`config.mk`:
```
export PLATFORM = sky130hd
export DESIGN_NAME = quad_dac_update_clear_control
export DESIGN_NICKNAME = d
export VERILOG_FILES = /design/src/quad_dac_pkg.sv /design/src/tristate_level_sense.sv /design/src/quad_dac_update_clear_control.sv
export VERILOG_INCLUDE_DIRS = /design/src
export SDC_FILE = /design/constraint.sdc
export NUM_CORES = 1
export LEC_CHECK = 0
export ABC_AREA = 1
export ABC_CLOCK_PERIOD_IN_PS = 8300
export BUFFER_PORTS_ARGS = -buffer_cell sky130_fd_sc_hd__buf_2
export CAP_MARGIN = 20
export CORE_MARGIN = 3
export CORE_UTILIZATION = 45
export DETAILED_ROUTE_END_ITERATION = 10
export PLACE_DENSITY = 0.68
export SETUP_SLACK_MARGIN = 0.05
export SLEW_MARGIN = 5
export SYNTH_ARGS = -nofsm -noshare
export SYNTH_HDL_FRONTEND = slang
export SYNTH_SLANG_ARGS = --single-unit
```
`constraint.sdc`:
```
create_clock -name clk_sys -period 8.3 [get_ports clk_sys]
set_input_delay 1.245 -clock clk_sys [delete_from_list [all_inputs] [get_ports clk_sys]]
set_output_delay 1.245 -clock clk_sys [all_outputs]
set_load 0.05 [all_outputs]
```
`src/quad_dac_map.svh`:
```
// Offsets, field positions, reset codes and counts for the quad converter control
`ifndef QUAD_DAC_MAP_SVH
`define QUAD_DAC_MAP_SVH

`define QD_NUM_CH       4
`define QD_CODE_W       16
`define QD_CODE_ZERO    16'h0000
`define QD_CODE_MID     16'h8000
`define QD_INIT_WAIT    2'h3

`define QD_REG_CTRL     5'h00
`define QD_REG_STATUS   5'h04
`define QD_REG_ID       5'h08
`define QD_REG_CODE0    5'h10
`define QD_REG_CODE1    5'h14
`define QD_REG_CODE2    5'h18
`define QD_REG_CODE3    5'h1C

`define QD_CTRL_REF_EN  0
`define QD_ST_CLRMODE   0
`define QD_ST_HS        1
`define QD_ST_BUSY      2
`define QD_ST_INIT      3
`define QD_ST_PEND_LO   4

`define QD_HS_CODE      5'h01
`define QD_CMD_UPD_BIT  4
`define QD_LAST_BYTE    2'h3
`define QD_BITS_BYTE    4'h8
`define QD_BIT_LAST     4'h7

`endif

```
`src/quad_dac_pkg.sv`:
```
// Types shared by the quad converter control block
package quad_dac_pkg;

	typedef enum logic [2:0] {
		ST_IDLE = 3'h0,
		ST_RECV = 3'h1,
		ST_ACK  = 3'h3,
		ST_SEND = 3'h2,
		ST_MACK = 3'h6
	} serial_state_e;

	typedef enum logic [1:0] {
		LVL_LOW   = 2'h0,
		LVL_HIGH  = 2'h1,
		LVL_FLOAT = 2'h3
	} pin_level_e;

endpackage

```
`src/tristate_level_sense.sv`:
```
// Three-level decoder for one address-select pin
`timescale 1ns/1ns
module tristate_level_sense
	import quad_dac_pkg::*;
(
	// Clock and reset
	input  wire logic clk_sys,
	input  wire logic reset,
	// Pad seen with weak pull-up and with weak pull-down
	input  wire logic pin_pu,
	input  wire logic pin_pd,
	// Decoded level
	output pin_level_e level
);

	logic [1:0] sync1_reg;
	logic [1:0] sync2_reg;

	always_ff @(posedge clk_sys or posedge reset) begin
		if (reset) begin
			sync1_reg <= 2'h0;
			sync2_reg <= 2'h0;
		end else begin
			sync1_reg <= {pin_pu, pin_pd};
			sync2_reg <= sync1_reg;
		end
	end

	// A floating pin follows whichever pull is applied; a driven one ignores both
	always_ff @(posedge clk_sys or posedge reset) begin
		if (reset) begin
			level <= LVL_LOW;
		end else begin
			unique case (sync2_reg)
				2'h3:    level <= LVL_HIGH;
				2'h0:    level <= LVL_LOW;
				default: level <= LVL_FLOAT;
			endcase
		end
	end

endmodule

```
`src/quad_dac_update_clear_control.sv`:
```
// Quad converter control: serial load, two-stage code registers, load strobe, clear
`timescale 1ns/1ns
`include "quad_dac_map.svh"
// Summary of operation
// - Load strobe low moves every pending input register into its converter register.
// - Low address pin sets slave address bits one and zero.
// - High address pin sets slave address bits three and two.
// - Power-up level pin selects zero or midscale for all outputs.
// - Clear input zeroes only on its falling edge, independent of serial clock.
// - While clear input is low, load strobe causes no transfer.
// - Clear loads zero into every input and converter register.
// - Clear-code mode ends at ninth clock falling edge of last byte.
// - Clear during a serial write aborts it and discards partial data.
// - Clear drops the interface out of high speed mode.
// - Data line is open drain; device only pulls low or releases.
// - Each channel has a 16-bit input register written or read serially.
// - Code zero is zero scale on the converter output.
// - Code all-ones is full scale, one step below the top.
// - Reference pin defaults to input use after power-up.
// - On-chip reference stays off until software enables it.
// - Converter codes are straight binary.
module quad_dac_update_clear_control
	import quad_dac_pkg::*;
#(
	parameter bit         HAS_HIGH_PIN = 1'b1,
	parameter logic [2:0] ADDR_UPPER   = 3'h1, // Arbitrary value
	parameter logic [1:0] ADDR_MID_DEF = 2'h0
) (
	// Clock and reset
	input  wire logic        clk_sys,
	input  wire logic        reset,
	// Serial bus
	input  wire logic        scl_in,
	input  wire logic        sda_in,
	output logic             sda_out,
	output logic             sda_oe,
	// Hardware strobes and straps
	input  wire logic        load_strobe_n,
	input  wire logic        async_zero_n,
	input  wire logic        por_level_pin,
	input  wire logic        slave_id_low_pin_pu,
	input  wire logic        slave_id_low_pin_pd,
	input  wire logic        slave_id_high_pin_pu,
	input  wire logic        slave_id_high_pin_pd,
	// Register port
	input  wire logic [4:0]  reg_addr,
	input  wire logic [31:0] reg_wdata,
	input  wire logic        reg_wr,
	input  wire logic        reg_rd,
	output logic      [31:0] reg_rdata,
	// Converter side
	output logic      [15:0] dac_a_code,
	output logic      [15:0] dac_b_code,
	output logic      [15:0] dac_c_code,
	output logic      [15:0] dac_d_code,
	output logic             reference_drive_en
);

	localparam int N = `QD_NUM_CH;
	localparam int W = `QD_CODE_W;

	logic [4:0]    sync1_reg;
	logic [4:0]    sync2_reg;
	logic [4:0]    prev_reg;
	logic          scl_s, sda_s, ld_s, clr_s, por_s, scl_p, sda_p, clr_p;
	logic          scl_rise, scl_fall, start_det, stop_det, clr_fall;
	logic [1:0]    init_cnt_reg;
	logic          init_done_reg, init_load;
	pin_level_e    low_level, high_level;
	logic [6:0]    slave_addr_reg;
	serial_state_e state_reg;
	logic [3:0]    bit_cnt_reg;
	logic [1:0]    byte_idx_reg;
	logic [7:0]    shift_reg, cmd_reg, hi_reg;
	logic [15:0]   tx_reg;
	logic          rw_reg, hs_reg, clear_mode_reg, ref_en_reg;
	logic          byte_end, byte_ok, hs_seen, wr_done, wr_upd, load_go;
	logic [1:0]    wr_ch;
	logic [W-1:0]  wr_data, por_code;
	logic [W-1:0]  input_reg [N];
	logic [W-1:0]  dac_reg [N];
	logic [N-1:0]  pending_reg;
	logic [31:0]   rd_word;

	function automatic logic [1:0] id_bits(input pin_level_e l);
		unique case (l)
			LVL_LOW:  id_bits = 2'h0;
			LVL_HIGH: id_bits = 2'h3;
			default:  id_bits = 2'h2;
		endcase
	endfunction

	// Pins and the clear input are asynchronous to clk_sys
	always_ff @(posedge clk_sys or posedge reset) begin
		if (reset) begin
			sync1_reg <= 5'h1F;
			sync2_reg <= 5'h1F;
			prev_reg  <= 5'h1F;
		end else begin
			sync1_reg <= {scl_in, sda_in, load_strobe_n, async_zero_n, por_level_pin};
			sync2_reg <= sync1_reg;
			prev_reg  <= sync2_reg;
		end
	end

	assign {scl_s, sda_s, ld_s, clr_s, por_s} = sync2_reg;
	assign scl_p     = prev_reg[4];
	assign sda_p     = prev_reg[3];
	assign clr_p     = prev_reg[1];
	assign scl_rise  = scl_s & ~scl_p;
	assign scl_fall  = ~scl_s & scl_p;
	assign start_det = scl_s & scl_p & sda_p & ~sda_s;
	assign stop_det  = scl_s & scl_p & ~sda_p & sda_s;
	assign clr_fall  = clr_p & ~clr_s;

	tristate_level_sense u_low_pin (
		.clk_sys (clk_sys),
		.reset   (reset),
		.pin_pu  (slave_id_low_pin_pu),
		.pin_pd  (slave_id_low_pin_pd),
		.level   (low_level)
	);

	tristate_level_sense u_high_pin (
		.clk_sys (clk_sys),
		.reset   (reset),
		.pin_pu  (slave_id_high_pin_pu),
		.pin_pd  (slave_id_high_pin_pd),
		.level   (high_level)
	);

	// Straps are caught once the synchronisers have filled after reset
	always_ff @(posedge clk_sys or posedge reset) begin
		if (reset) begin
			init_cnt_reg   <= 2'h0;
			init_done_reg  <= 1'b0;
			slave_addr_reg <= 7'h00;
		end else if (!init_done_reg) begin
			init_cnt_reg <= init_cnt_reg + 2'h1;
			if (init_load) begin
				init_done_reg  <= 1'b1;
				slave_addr_reg[6:4] <= ADDR_UPPER;
				slave_addr_reg[3:2] <= HAS_HIGH_PIN ? id_bits(high_level) : ADDR_MID_DEF;
				slave_addr_reg[1:0] <= id_bits(low_level);
			end
		end
	end

	assign init_load = ~init_done_reg & (init_cnt_reg == `QD_INIT_WAIT);
	assign por_code  = por_s ? `QD_CODE_MID : `QD_CODE_ZERO;

	// Serial engine: address, command, high byte, low byte
	assign byte_end = (state_reg == ST_RECV) & scl_fall & (bit_cnt_reg == `QD_BITS_BYTE);
	assign hs_seen  = byte_end & (byte_idx_reg == 2'h0) & (shift_reg[7:3] == `QD_HS_CODE);
	assign byte_ok  = (byte_idx_reg == 2'h0) ? (shift_reg[7:1] == slave_addr_reg) : ~rw_reg;
	assign wr_done  = (state_reg == ST_ACK) & scl_fall & (byte_idx_reg == `QD_LAST_BYTE)
	                  & ~rw_reg & ~clr_fall;
	assign wr_ch    = cmd_reg[1:0];
	assign wr_upd   = cmd_reg[`QD_CMD_UPD_BIT];
	assign wr_data  = {hi_reg, shift_reg};

	always_ff @(posedge clk_sys or posedge reset) begin
		if (reset) begin
			state_reg    <= ST_IDLE;
			bit_cnt_reg  <= 4'h0;
			byte_idx_reg <= 2'h0;
			shift_reg    <= 8'h00;
			cmd_reg      <= 8'h00;
			hi_reg       <= 8'h00;
			tx_reg       <= 16'h0000;
			rw_reg       <= 1'b0;
		end else if (clr_fall || stop_det || !init_done_reg) begin
			state_reg <= ST_IDLE;
		end else if (start_det) begin
			state_reg    <= ST_RECV;
			bit_cnt_reg  <= 4'h0;
			byte_idx_reg <= 2'h0;
		end else begin
			unique case (state_reg)
				default: state_reg <= ST_IDLE;
				ST_RECV: begin
					if (scl_rise && bit_cnt_reg != `QD_BITS_BYTE) begin
						shift_reg   <= {shift_reg[6:0], sda_s};
						bit_cnt_reg <= bit_cnt_reg + 4'h1;
					end else if (byte_end) begin
						bit_cnt_reg <= 4'h0;
						state_reg   <= (byte_ok && !hs_seen) ? ST_ACK : ST_IDLE;
						if (byte_idx_reg == 2'h0) begin
							rw_reg <= shift_reg[0];
						end
					end
				end
				ST_ACK: begin
					if (scl_fall) begin
						if (byte_idx_reg == 2'h1) begin
							cmd_reg <= shift_reg;
						end
						if (byte_idx_reg == 2'h2) begin
							hi_reg <= shift_reg;
						end
						// Further byte pairs stream into the same channel
						byte_idx_reg <= (byte_idx_reg == `QD_LAST_BYTE) ? 2'h2
						                : byte_idx_reg + 2'h1;
						if (rw_reg) begin
							tx_reg    <= input_reg[wr_ch];
							state_reg <= ST_SEND;
						end else begin
							state_reg <= ST_RECV;
						end
					end
				end
				ST_SEND: begin
					if (scl_fall) begin
						tx_reg      <= {tx_reg[14:0], tx_reg[15]};
						bit_cnt_reg <= bit_cnt_reg + 4'h1;
						if (bit_cnt_reg == `QD_BIT_LAST) begin
							bit_cnt_reg <= 4'h0;
							state_reg   <= ST_MACK;
						end
					end
				end
				ST_MACK: begin
					if (scl_rise && sda_s) begin
						state_reg <= ST_IDLE;
					end else if (scl_fall) begin
						state_reg <= ST_SEND;
					end
				end
			endcase
		end
	end

	// Only ever pull low; the pull-up is outside
	assign sda_out = 1'b0;
	assign sda_oe  = (state_reg == ST_ACK) | ((state_reg == ST_SEND) & ~tx_reg[15]);

	// High speed mode lasts until stop or clear
	always_ff @(posedge clk_sys or posedge reset) begin
		if (reset) begin
			hs_reg <= 1'b0;
		end else if (clr_fall || stop_det) begin
			hs_reg <= 1'b0;
		end else if (hs_seen) begin
			hs_reg <= 1'b1;
		end
	end

	// Clear-code mode; a clear edge cannot coincide with a completing write
	always_ff @(posedge clk_sys or posedge reset) begin
		if (reset) begin
			clear_mode_reg <= 1'b0;
		end else if (clr_fall) begin
			clear_mode_reg <= 1'b1;
		end else if (wr_done) begin
			clear_mode_reg <= 1'b0;
		end
	end

	// Level sense covers both a pulsed and a tied-low strobe
	assign load_go = ~ld_s & clr_s & init_done_reg;

	always_ff @(posedge clk_sys or posedge reset) begin
		if (reset) begin
			pending_reg <= '0;
			for (int c = 0; c < N; c++) begin
				input_reg[c] <= `QD_CODE_ZERO;
				dac_reg[c]   <= `QD_CODE_ZERO;
			end
		end else if (init_load) begin
			pending_reg <= '0;
			for (int c = 0; c < N; c++) begin
				input_reg[c] <= por_code;
				dac_reg[c]   <= por_code;
			end
		end else if (clr_fall) begin
			pending_reg <= '0;
			for (int c = 0; c < N; c++) begin
				input_reg[c] <= `QD_CODE_ZERO;
				dac_reg[c]   <= `QD_CODE_ZERO;
			end
		end else begin
			for (int c = 0; c < N; c++) begin
				// An input-only write landing with a transfer keeps the pending flag set
				if (wr_done && wr_ch == c[1:0]) begin
					input_reg[c] <= wr_data;
				end
				if (wr_done && wr_upd && wr_ch == c[1:0]) begin
					dac_reg[c] <= wr_data;
				end else if (load_go && pending_reg[c]) begin
					dac_reg[c] <= input_reg[c];
				end
				pending_reg[c] <= (pending_reg[c] & ~load_go)
				                  | (wr_done & ~wr_upd & (wr_ch == c[1:0]));
			end
		end
	end

	// Codes pass straight binary to the string; zero and all-ones are the ends
	assign dac_a_code = dac_reg[0];
	assign dac_b_code = dac_reg[1];
	assign dac_c_code = dac_reg[2];
	assign dac_d_code = dac_reg[3];

	// Reference stays an input until software turns the on-chip source on
	always_ff @(posedge clk_sys or posedge reset) begin
		if (reset) begin
			ref_en_reg <= 1'b0;
		end else if (reg_wr && reg_addr == `QD_REG_CTRL) begin
			ref_en_reg <= reg_wdata[`QD_CTRL_REF_EN];
		end
	end

	assign reference_drive_en = ref_en_reg;

	always_comb begin
		rd_word = 32'h0000_0000;
		unique case (reg_addr)
			`QD_REG_CTRL:   rd_word[`QD_CTRL_REF_EN] = ref_en_reg;
			`QD_REG_STATUS: rd_word[7:0] = {pending_reg, init_done_reg,
			                                state_reg != ST_IDLE, hs_reg, clear_mode_reg};
			`QD_REG_ID:     rd_word[6:0] = slave_addr_reg;
			`QD_REG_CODE0:  rd_word[15:0] = dac_reg[0];
			`QD_REG_CODE1:  rd_word[15:0] = dac_reg[1];
			`QD_REG_CODE2:  rd_word[15:0] = dac_reg[2];
			`QD_REG_CODE3:  rd_word[15:0] = dac_reg[3];
			default:        rd_word = 32'h0000_0000;
		endcase
	end

	// Read data stand only in the cycle after the strobe
	always_ff @(posedge clk_sys or posedge reset) begin
		if (reset) begin
			reg_rdata <= 32'h0000_0000;
		end else begin
			reg_rdata <= reg_rd ? rd_word : 32'h0000_0000;
		end
	end

	a_load_moves: assert property (@(posedge clk_sys) disable iff (reset)
		(load_go && pending_reg[0] && !clr_fall && !wr_done && !init_load)
		|=> (dac_reg[0] == $past(input_reg[0])) && !pending_reg[0])
		else $error("pending code not moved on load strobe");

	a_tied_low: assert property (@(posedge clk_sys) disable iff (reset)
		(load_go && !wr_done) |=> (pending_reg == 4'h0))
		else $error("pending flag survived a low load strobe");

	a_low_pin_bits: assert property (@(posedge clk_sys) disable iff (reset)
		init_load |=> (slave_addr_reg[1:0] == id_bits($past(low_level))))
		else $error("low address bits not taken from pin");

	a_por_level: assert property (@(posedge clk_sys) disable iff (reset)
		init_load |=> (dac_reg[2] == ($past(por_s) ? `QD_CODE_MID : `QD_CODE_ZERO)))
		else $error("power-up level wrong");

	a_clear_holds: assert property (@(posedge clk_sys) disable iff (reset)
		(init_done_reg && !clr_s && !clr_fall && !wr_done) |=> $stable(dac_reg[0]))
		else $error("converter code moved while clear held low");

	a_clear_zero: assert property (@(posedge clk_sys) disable iff (reset)
		(clr_fall && init_done_reg) |=> (dac_reg[3] == `QD_CODE_ZERO)
		&& (input_reg[0] == `QD_CODE_ZERO) && clear_mode_reg)
		else $error("clear did not load zero scale");

	a_clear_exit: assert property (@(posedge clk_sys) disable iff (reset)
		(clear_mode_reg && wr_done) |=> !clear_mode_reg)
		else $error("clear-code mode not left after write");

	a_write_abort: assert property (@(posedge clk_sys) disable iff (reset)
		(clr_fall && state_reg != ST_IDLE) |=> (state_reg == ST_IDLE) ##1 !sda_oe)
		else $error("write not aborted by clear");

	a_hs_drop: assert property (@(posedge clk_sys) disable iff (reset)
		clr_fall |=> !hs_reg)
		else $error("high speed mode kept after clear");

	a_sda_drive: assert property (@(posedge clk_sys) disable iff (reset)
		sda_oe |-> !sda_out && ((state_reg == ST_SEND) || (byte_idx_reg != 2'h0)
		|| (shift_reg[7:1] == slave_addr_reg)))
		else $error("data line pulled outside acknowledge or send");

	a_ref_default: assert property (@(posedge clk_sys) disable iff (reset)
		(!reference_drive_en && !(reg_wr && reg_addr == `QD_REG_CTRL)) |=> !reference_drive_en)
		else $error("reference enabled without a write");

endmodule

```
# [After elaboration in Yosys (flattened, before gate mapping)]
# Index checks and enable logic that the tools add are counted.
[totals] out_inout_bits=99 input_bits=50 reg_bits=233
[op_classes] magnitude_cmp=1 eq_ne=37 reduce_logical=52 add_sub_neg=3 muxes=64 bitwise=50
[op_table] op="16-bit 2-to-1 mux" count=19
[op_table] op="64-bit 2-to-1 mux" count=4
[op_table] op="6-bit case mux with 6 select lines" count=1
[op_table] op="16-bit binary-select mux with 2-bit select" count=1
[op_table] op="16-bit case mux with 2 select lines" count=1
[op_table] op="8-bit case mux with 4 select lines" count=1
[op_table] op="1-bit bitwise AND" count=29
[op_table] op="4-bit 2-to-1 mux" count=7
[op_table] op="3-bit 2-to-1 mux" count=9
[op_table] op="5-bit == test (second input constant)" count=4
[op_table] op="4-bit != test (second input constant)" count=5
[op_table] op="6-bit AND reduction" count=3
[op_table] op="3-bit nonzero test" count=6
[op_table] op="1-bit logical AND" count=17
[op_table] op="2-bit case mux with 2 select lines" count=4
[op_table] op="4-bit nonzero test" count=4
[op_table] op="1-bit NOT" count=15
[op_table] op="2-bit == test (second input constant)" count=7
[op_table] op="2-bit zero test" count=6
[op_table] op="2-bit 2-to-1 mux" count=6
[op_table] op="3-bit case mux with 4 select lines" count=1
[op_table] op="5-bit AND reduction" count=2
[op_table] op="2-bit nonzero test" count=5
[op_table] op="2-bit by 1-bit == test with 1-bit output (second input constant)" count=4
[op_table] op="other kinds (28)" count=46

# [Logic depth before layout (Yosys ltp)]
# Gate-level depths: netlist of the first run.
[logic_depth] ltp_word=14 depth_mapped=12 ltp_nobuf=12

# [Modules after synthesis]
# Synthesis of the first run repeated with hierarchy kept, for this count alone.
[unflattened] hier_cells=1369 hier_area_um2=11227.0
[by_module_without_submodules] module="quad_dac_update_clear_control" n_inst=1 seq_area_each_um2=5446.5 cells_per_inst=1347 area_each_um2=10871.7
[by_module_without_submodules] module="tristate_level_sense" n_inst=2 seq_area_each_um2=150.1 cells_per_inst=11 area_each_um2=177.7

# [Worst setup path before layout of the first run]
# OpenSTA, ideal clock, no wires.
[synth_path] path_kind="register to output" from="reg state_reg[0]" to="out sda_oe" arrival_time_ns=2.204 t_required_ns=7.055 setup_slack_ns=4.851 path_buffers=1 stages_incl_launch_ff=7 cell_sequence="dfrtp_1 -> inv_1 -> nand2_1 -> nor2_2 -> inv_1 -> clkbuf_1 -> o21ai_0"
[synth_via] elab_chain_len=3 word_cells_on_any_way=4 cone_classes="eq/ne (2); bitwise (2)"
[synth_lines] element="start, declared" line="quad_dac_update_clear_control.sv:71" source="serial_state_e state_reg;"
[synth_lines] element="start signal, assigned" line="quad_dac_update_clear_control.sv:187" source="state_reg <= (byte_ok && !hs_seen) ? ST_ACK : ST_IDLE;"
[synth_lines] element="3-bit by 2-bit == test with 1-bit output" line="quad_dac_update_clear_control.sv:235" source="assign sda_oe = (state_reg == ST_ACK) | ((state_reg == ST_SEND) & ~tx_reg[15]);"
[synth_lines] element="1-bit bitwise AND" line="quad_dac_update_clear_control.sv:235"
[synth_lines] element="1-bit OR (*)" line="quad_dac_update_clear_control.sv:235"
[synth_lines] element="end, declared" line="quad_dac_update_clear_control.sv:36" source="output logic sda_oe,"
# Mark *: on every way between the ends. The rest lies on a longest branch, timed or not.

# [Final worst setup path of the first run]
# Ends and elaborated chain as after synthesis.

==> out/results.ini, run 1 <==
[grt]
grt_pass1_wl_um=48400
grt_usage_pct=22.7
overflow=0
antenna_found_initial=0
grt_pass1_vias=8641
grt_max_degree=116

[yosys]
synthFlopType=dfrtp_1
synth_edf_count=0
synth_top_area_share_pct=48.9
ys_warn_count=0
syn_area_um2=11000
async_reset_ff_share_pct=100
yosysTopAreaCell=dfrtp_1
synth_seq_cells=229
syn_avg_cell_area_um2=7.98
synth_cell_types=46
synth_area_leaders=dfrtp_1 (49%), nand2_1 (18%), o21ai_0 (6.2%)
syn_inst=1384
ys_seq_area_share_pct=52.0

[route]
wire_per_inst_um=16.9
drt-initial-drc-count=1063
ant_nets=0
vias=9526
first_pass_iters=6
via_per_inst=5.31
wl_um=30400
drc=0

[timing]
setup_viol=0
timing.final.crit_share_pct=46.0
max_clock_freq_ghz=0.262
finalHoldViolCount=0
fin_setup_tns_ps=0
max_slew_margin_pct=26.2
fin_worst_skew_ps=15.6
grt_setup_unrepaired=false
slew_violations=0
tightest_slew_ps=1110
fin_crit_ps=3820
finalWorstSetupSlack_ps=4480

[run]
drv_cap=0

[clock_network]
postCtsSetupBuffers=0
tritoncts=yes
cts_buffers=25
clockRootBuffer=clkbuf_16
clkTransAtPathRegs_ps=60
cts_sinks=229
clock_latency_ps=520
hold_buffers=0
cts_resized=0
cts_max_level=1
clock_path_buffers=3

[critical_path]
endpoint_kind=primary output
worstReg2RegStart=cmd_reg[1]
crit_path_frequent_cell=inv_1
worstPathMaxFanout=34
startpoint=state_reg[0]
startpoint_type=flop
worstPathRequired_ps=7050
rrSetupSlack_ps=4910
cp.arrival_ps=2570
worstSetupEndpoint=sda_oe
critPathSlowestCell=inv_1
max_stage_delay_ps=460
r2r_end=dac_c_code[15]
critPathKind=reg2out
worstPathCellList=inv_1 > nand2_1 > nor2_2 > inv_1 > o21ai_0 > buf_2
r2r_cells=8

[floorplanning]
chipHeight_um=163
die_area_um2=26500
rows=56
die_width_um=163
io_pins=149
start_util_pct=46.4
coreArea_um2=23800

[hold_path]
hp-class=reg2reg

[layout]
drive_above_1_share_pct=14.3
areaGrowthSynthToFinish_pct=12.5
diodes=0
final_cell_mix=nand2_1 (518), dfrtp_1 (216), o21ai_0 (136)
fin_nets=1514
largest_register_ffs=64
final_common_cell=nand2_1

[place]
gp_congestion=0.914
pre_cts_slack_ps=4990
port_buffers=100
dpl.hpwl_um=20900

[run_status]
status=complete, no violations

[pwr]
ir_drop_mv=0.136
p_per_area_nw_per_um2=193
power_leakage_uw=0.00614

-- Yosys cell counts, types with 2 or more instances --
master,n
nand2_1,518
dfrtp_1,216
o21ai_0,136
inv_1,103
nand3_1,80
nor2_1,55
o21ai_1,55
nand4_1,31
clkbuf_1,26
buf_4,21
buf_2,18
a21oi_1,15
inv_2,14
dfstp_2,13
buf_6,11
a41oi_1,8
o21ai_2,7
ha_1,5
nand3_2,4
nor3_1,4
o22ai_1,4
or2_2,4
a31oi_1,3
nor2_2,3
nor2_4,3
nor3_2,3
buf_1,2
nand2_2,2
nand3b_1,2
nor3b_1,2
-- stage by stage --
stage / power [µW] / hold slack [ps] / std cells / area [µm²] / util [%]
6_report: 2400 / 350 / 1795 / 12400 / 52.2
3_3_place_gp: 1330 / 333 / 1751 / 11600 / 48.8
5_1_grt: 2490 / 354 / 1795 / 12400 / 52.2
2_1_floorplan: 1300 / 331 / 1400 / 11100 / -
3_5_place_dp: 1330 / 345 / 1751 / 11600 / 48.8
4_1_cts: 2420 / 355 / 1795 / 12400 / 52.2
-- worst max-delay path: cells and delay by family, from the launching register on --
family	cells	cell delay, ps
compound gates	1	350
buf+inv	3	880
flops	1	440
simple gates	2	370
-- logic make-up after synthesis --
family / Yosys count / share of synthesized area [%]
xor gates and xnor gates: 2 / 0.159
other: 1 / 0.0339
and+or+nand+nor: 715 / 27.4
buffers and inverters: 196 / 8.32
DFF: 229 / 52.0
adders and majority gates: 5 / 0.566
AOI/OAI and AO/OA: 235 / 11.4
muxes: 1 / 0.102
-- area by class of cell --
cell class	instances	area, µm²
Multi-Input combinational cell	975	4450
Inverter	118	450
Timing Repair Buffer	110	576
Fill cell	2223	11400
Clock buffer	35	713
Clock inverter	9	97.6
Sequential cell	229	5750
Tap cell	319	399
-- per-layer routing --
| metal | routed length [µm] | track usage, % |
|---|---|---|
| met2 | 13000 | 33.6 |
| met3 | 2770 | 3.84 |
| met5 | 0 | 0 |
| met1 | 13700 | 34.3 |
| met4 | 889 | 7.15 |
-- worst min path at each step --
stage	start	to	slack (ps)	cells past startpoint
floorplan	u_high_pin.sync1_reg[0]	u_high_pin.sync2_reg[0]	330	0
global placement	u_low_pin.sync1_reg[0]	u_low_pin.sync2_reg[0]	330	0
detailed placement	u_high_pin.sync1_reg[1]	u_high_pin.sync2_reg[1]	340	0
CTS	sync1_reg[0]	sync2_reg[0]	360	0
global route	sync1_reg[4]	sync2_reg[4]	350	0
finish	sync1_reg[4]	sync2_reg[4]	350	0
-- power by group --
part	switching (µW)	total [µW]	internal, µW	leakage (µW)
logic	128	155	26.5	0.00266
registers	16.1	1160	1140	0.00308
clock network	437	1090	658	0.000402
No activity file was read; power rests on OpenSTA's default activity.
==> run 2, diff against run 1 <==
--- a/config.mk
+++ b/config.mk
@@ -7,13 +7,13 @@
 export NUM_CORES = 1
 export LEC_CHECK = 0
 export ABC_AREA = 1
-export ABC_CLOCK_PERIOD_IN_PS = 8300
+export ABC_CLOCK_PERIOD_IN_PS = 3290
 export BUFFER_PORTS_ARGS = -buffer_cell sky130_fd_sc_hd__buf_2
 export CAP_MARGIN = 20
 export CORE_MARGIN = 3
 export CORE_UTILIZATION = 45
 export DETAILED_ROUTE_END_ITERATION = 10
-export PLACE_DENSITY = 0.68
+export PLACE_DENSITY = 0.7
 export SETUP_SLACK_MARGIN = 0.05
 export SLEW_MARGIN = 5
 export SYNTH_ARGS = -nofsm -noshare
==> constraint.sdc (replaced) <==
create_clock -name clk_sys -period 3.29 [get_ports clk_sys]
set_input_delay 0.4935 -clock clk_sys [delete_from_list [all_inputs] [get_ports clk_sys]]
set_output_delay 0.4935 -clock clk_sys [all_outputs]
set_load 0.05 [all_outputs]
==> run 2 against run 1 <==
Compared with the run above: clock power increased to 2.7 times the previous value; critical path depth increased by 3; total power increased to 2.6 times the previous value; cell area increased by 1.6%; combinational power increased to 2.6 times the previous value; critical path type is now reg2reg; highest routed layer unchanged.
==> out/results.ini, run 2 (synthesized netlist as in run 1, its figures left out) <==
[run_status]
status=complete, no violations

[timing]
finalHoldViolCount=0
grt_setup_unrepaired=false
slew_violations=0
max_clock_freq_ghz=0.380
fin_worst_skew_ps=9.34
fin_setup_tns_ps=0
hold_ws_ps=75.2
finalWorstSetupSlack_ps=662
timing.final.crit_share_pct=79.9
max_slew_margin_pct=57.9
fin_crit_ps=2630
tightest_slew_ps=628
setup_viol=0

[critical_path]
worstPathRequired_ps=3690
critPathKind=reg2reg
r2r_cells=9
rrSetupSlack_ps=660
startpoint=sync2_reg[1]
startpoint_type=flop
endpoint_kind=flop
worstPathMaxFanout=18
r2r_end=dac_a_code[6]
cp.arrival_ps=3030
worstSetupEndpoint=dac_a_code[6]
worstReg2RegStart=sync2_reg[1]

[layout]
final_cell_mix=nand2_1 (518), dfrtp_1 (216), o21ai_0 (136)
areaGrowthSynthToFinish_pct=14.3
final_common_cell=nand2_1
largest_register_ffs=64
fin_nets=1528
utilization_pct=53.0
diodes=0
fin_area_um2=12600
drive_above_1_share_pct=15.0

[grt]
grt_pass1_wl_um=48700
antenna_found_initial=0
grt_max_degree=78
grt_pass1_vias=9010
grt_usage_pct=22.7
overflow=0

[clock_network]
cts_max_level=1
tritoncts=yes
clock_path_buffers=3
clkTransAtPathRegs_ps=60
clockRootBuffer=clkbuf_16
cts_sinks=229
postCtsSetupBuffers=0
cts_buffers=24
clock_latency_ps=520

[place]
gp_congestion=0.933
pre_cts_slack_ps=691
port_buffers=100
dpl_cell_area_um2=11800
dpl.hpwl_um=21100

[run]
drv_cap=0

[floorplanning]
die_area_um2=26500
coreArea_um2=23800
chipHeight_um=163
start_util_pct=46.4
io_pins=149
rows=56
die_width_um=163

[pwr]
power_leakage_uw=0.00625
ir_drop_mv=0.370
p_per_area_nw_per_um2=495

[route]
wl_um=30200
drt-initial-drc-count=1270
vias=9641
first_pass_iters=6
wire_per_inst_um=16.7
drc=0
ant_nets=0
via_per_inst=5.33

[hold_path]
hp-class=in2reg

-- run 2: routing by layer --
| layer | vias to the layer above | track usage, % | part of all wire (%) |
|---|---|---|---|
| li1 | 4623 | - | - |
| met1 | 4532 | 33.7 | 45 |
| met2 | 438 | 35.4 | 45 |
| met3 | 48 | 2.90 | 8.1 |
| met4 | 0 | 6.15 | 2.4 |
| met5 | - | 0 | 0 |
-- run 2: layout make-up --
type | instances | area (µm²)
Inverter | 118 | 447
Sequential cell | 229 | 5750
Clock buffer | 33 | 706
Multi-Input combinational cell | 975 | 4440
Timing Repair Buffer | 125 | 728
Tap cell | 319 | 399
Fill cell | 2172 | 11200
Clock inverter | 11 | 161
-- run 2: worst max-delay path, stage by stage (launching register included) --
cell     delay, ps
dfstp_2        530
inv_1           50
nand2_1        180
nand2_1        180
nor2_4         220
nand4_2        440
nand3_2        490
inv_2          230
nand2_1        120
nand2_1         50
-- run 2: repair_timing --
action	in CTS	in global routing
endpoints found under the hold margin	12	0
gates resized for setup	0	0
hold buffers	1	0
-- run 2: worst min-delay path by stage --
stage	startpoint	cells after the start	endpoint
detailed placement	u_high_pin.sync1_reg[0]	0	u_high_pin.sync2_reg[0]
finish	async_zero_n	1	sync1_reg[1]
CTS	load_strobe_n	1	sync1_reg[2]
global route	load_strobe_n	1	sync1_reg[2]
global placement	u_low_pin.sync1_reg[1]	0	u_low_pin.sync2_reg[1]
floorplan	u_high_pin.sync1_reg[0]	0	u_high_pin.sync2_reg[0]
-- run 2: report_power, final --
part | internal, µW | switching, µW
clock network | 1810 | 1120
registers | 2870 | 42.1
logic | 77.2 | 322
total | 4760 | 1480
-- run 2: stage by stage --
step                      cells  power, µW
after floorplan            1400       3280
after global placement     1765       3360
after detailed placement   1765       3360
after CTS                  1810       6290
after global routing       1810       6440
final                      1810       6250
==> run 3, diff against run 2 <==
--- a/config.mk
+++ b/config.mk
@@ -7,7 +7,7 @@
 export NUM_CORES = 1
 export LEC_CHECK = 0
 export ABC_AREA = 1
-export ABC_CLOCK_PERIOD_IN_PS = 3290
+export ABC_CLOCK_PERIOD_IN_PS = 2400
 export BUFFER_PORTS_ARGS = -buffer_cell sky130_fd_sc_hd__buf_2
 export CAP_MARGIN = 20
 export CORE_MARGIN = 3
==> constraint.sdc (replaced) <==
create_clock -name clk_sys -period 2.4 [get_ports clk_sys]
set_input_delay 0.36 -clock clk_sys [delete_from_list [all_inputs] [get_ports clk_sys]]
set_output_delay 0.36 -clock clk_sys [all_outputs]
set_load 0.05 [all_outputs]
==> run 3 against run 2 <==
Compared with the run above: non-clock buffer count grew 21; hold slack worse by 3.2 ps; combinational power grew 44%; global-route usage rose by 0.47 points; total power increased by 31%; core utilization rose by 0.70 points; maximum frequency up 19%; clock skew increased by 9.0 ps; sequential power increased by 37%; via count up 1.2%; cell area is 1.3% higher; flip-flop and latch count stayed put; largest power group is now registers.
==> out/results.ini, run 3 (synthesized netlist as in run 1, its figures left out) <==
[run_status]
status=complete, no violations

[critical_path]
critPathSlowestCell=dfstp_2
max_stage_delay_ps=530
critPathKind=reg2reg
crit_family=simple AND/OR/NAND/NOR gates
worstPathCellList=inv_1 > nand2_2 > nand2_1 > nor2_4 > nand4_1 > buf_4 > nand3_2 > buf_4 > nand3_1 > nand2_1
worstPathRequired_ps=2840
endpoint_kind=flop
cp_num_buf_inv=3
cp.arrival_ps=2660
startpoint_type=flop
worstPathMaxFanout=31

[floorplanning]
rows=56
die_area_um2=26500
coreArea_um2=23800
chipHeight_um=163
io_pins=149
die_width_um=163
start_util_pct=46.4

[place]
port_buffers=100
dpl.hpwl_um=21500
gp_congestion=0.918
dp_cells=1774

[route]
via_per_inst=5.33
drt-initial-drc-count=1391
wl_um=30800
first_pass_iters=6
ant_nets=0
vias=9755
wire_per_inst_um=16.9
drc=0

[layout]
areaGrowthSynthToFinish_pct=15.8
fin_nets=1549
diodes=0
multi_input_area_um2=4470
largest_register_ffs=64
drive_above_1_share_pct=15.5
final_cell_mix=nand2_1 (516), dfrtp_1 (216), o21ai_0 (134)
regArea_um2=5750
fillers=2152
stdcell_count=1830
final_common_cell=nand2_1

[grt]
overflow=0
grt_max_degree=59
busiest_layer=met2
grt_pass1_vias=9051
grt_use_met1_pct=34.4
grt_usage_pct=23.2
grt_pass1_wl_um=49400
grt_util_met3_pct=2.80
use_met2_pct=35.6
antenna_found_initial=0

[timing]
setup_viol=0
timing.final.crit_share_pct=92.3
tightest_slew_ps=585
slew_violations=0
max_clock_freq_ghz=0.451
max_slew_margin_pct=61.0
fin_worst_skew_ps=18.4
finalHoldViolCount=0
fin_crit_ps=2220
grt_setup_unrepaired=false
hold_ws_ps=72.0

[clock_network]
clock_latency_ps=520
cts_buffers=24
clock_path_buffers=3
clockRootBuffer=clkbuf_16
cts_sinks=229
clkTransAtPathRegs_ps=60
cts_max_level=1
tritoncts=yes

[hold_path]
hp-class=in2reg

[run]
drv_cap=0

[pwr]
power_uw=8160
p_per_area_nw_per_um2=638
ir_drop_mv=0.518
power_leakage_uw=0.00632

## run 3: path summary, 6_finish.rpt
kind                                   startpoint                      to  slack [ps]  cells after the start
max                                  sync2_reg[1]          dac_d_code[10]         180                     10
min                                        reg_rd            reg_rdata[0]          70                      2
max reg2reg                          sync2_reg[1]          dac_d_code[10]         180                     10
min reg2reg                u_low_pin.sync1_reg[1]  u_low_pin.sync2_reg[1]         350                      0
max in group asynchronous                   reset             prev_reg[1]        1140                      5
min in group asynchronous                   reset           dac_d_code[1]         390                      3
## run 3: area by class of cell
class / instances / share of cell area, %
inverters: 118 / 3.61
clock inverters: 5 / 0.196
clock buffers: 38 / 5.82
flip-flops and latches: 229 / 44.9
multi-input cells: 975 / 34.9
well taps: 319 / 3.12
repair buffers: 146 / 7.44
## run 3: metal layers
metal | up-vias | wire length (µm)
li1 | 4654 | -
met1 | 4559 | 13700
met2 | 480 | 13700
met3 | 62 | 2610
met4 | 0 | 864
met5 | - | 0
## run 3: timing repair
item	4_1_cts	5_1_grt
endpoints found under the setup margin	1	133
setup buffers	0	3
endpoints found under the hold margin	24	0
pin swaps	0	2
resized for setup	1	19
hold buffers	10	0
## run 3: through the flow
stage / setup TNS [ps] / util [%] / setup WS (ps) / area, µm²
after floorplan: -205950 / - / -943 / 11100
after global placement: 0 / 49.8 / 129 / 11900
after detailed placement: 0 / 49.8 / 106 / 11900
after CTS: 0 / 53.4 / 82.9 / 12700
after global routing: 0 / 53.7 / 51.3 / 12800
final: 0 / 53.7 / 184 / 12800
## run 3: report_power, final
part	total, µW	internal, µW	switching (µW)	leakage, µW
combinational	578	128	450	0.00285
clock	3590	2110	1470	0.000385
sequential	4000	3940	59.0	0.00308
total	8160	6180	1980	0.00632
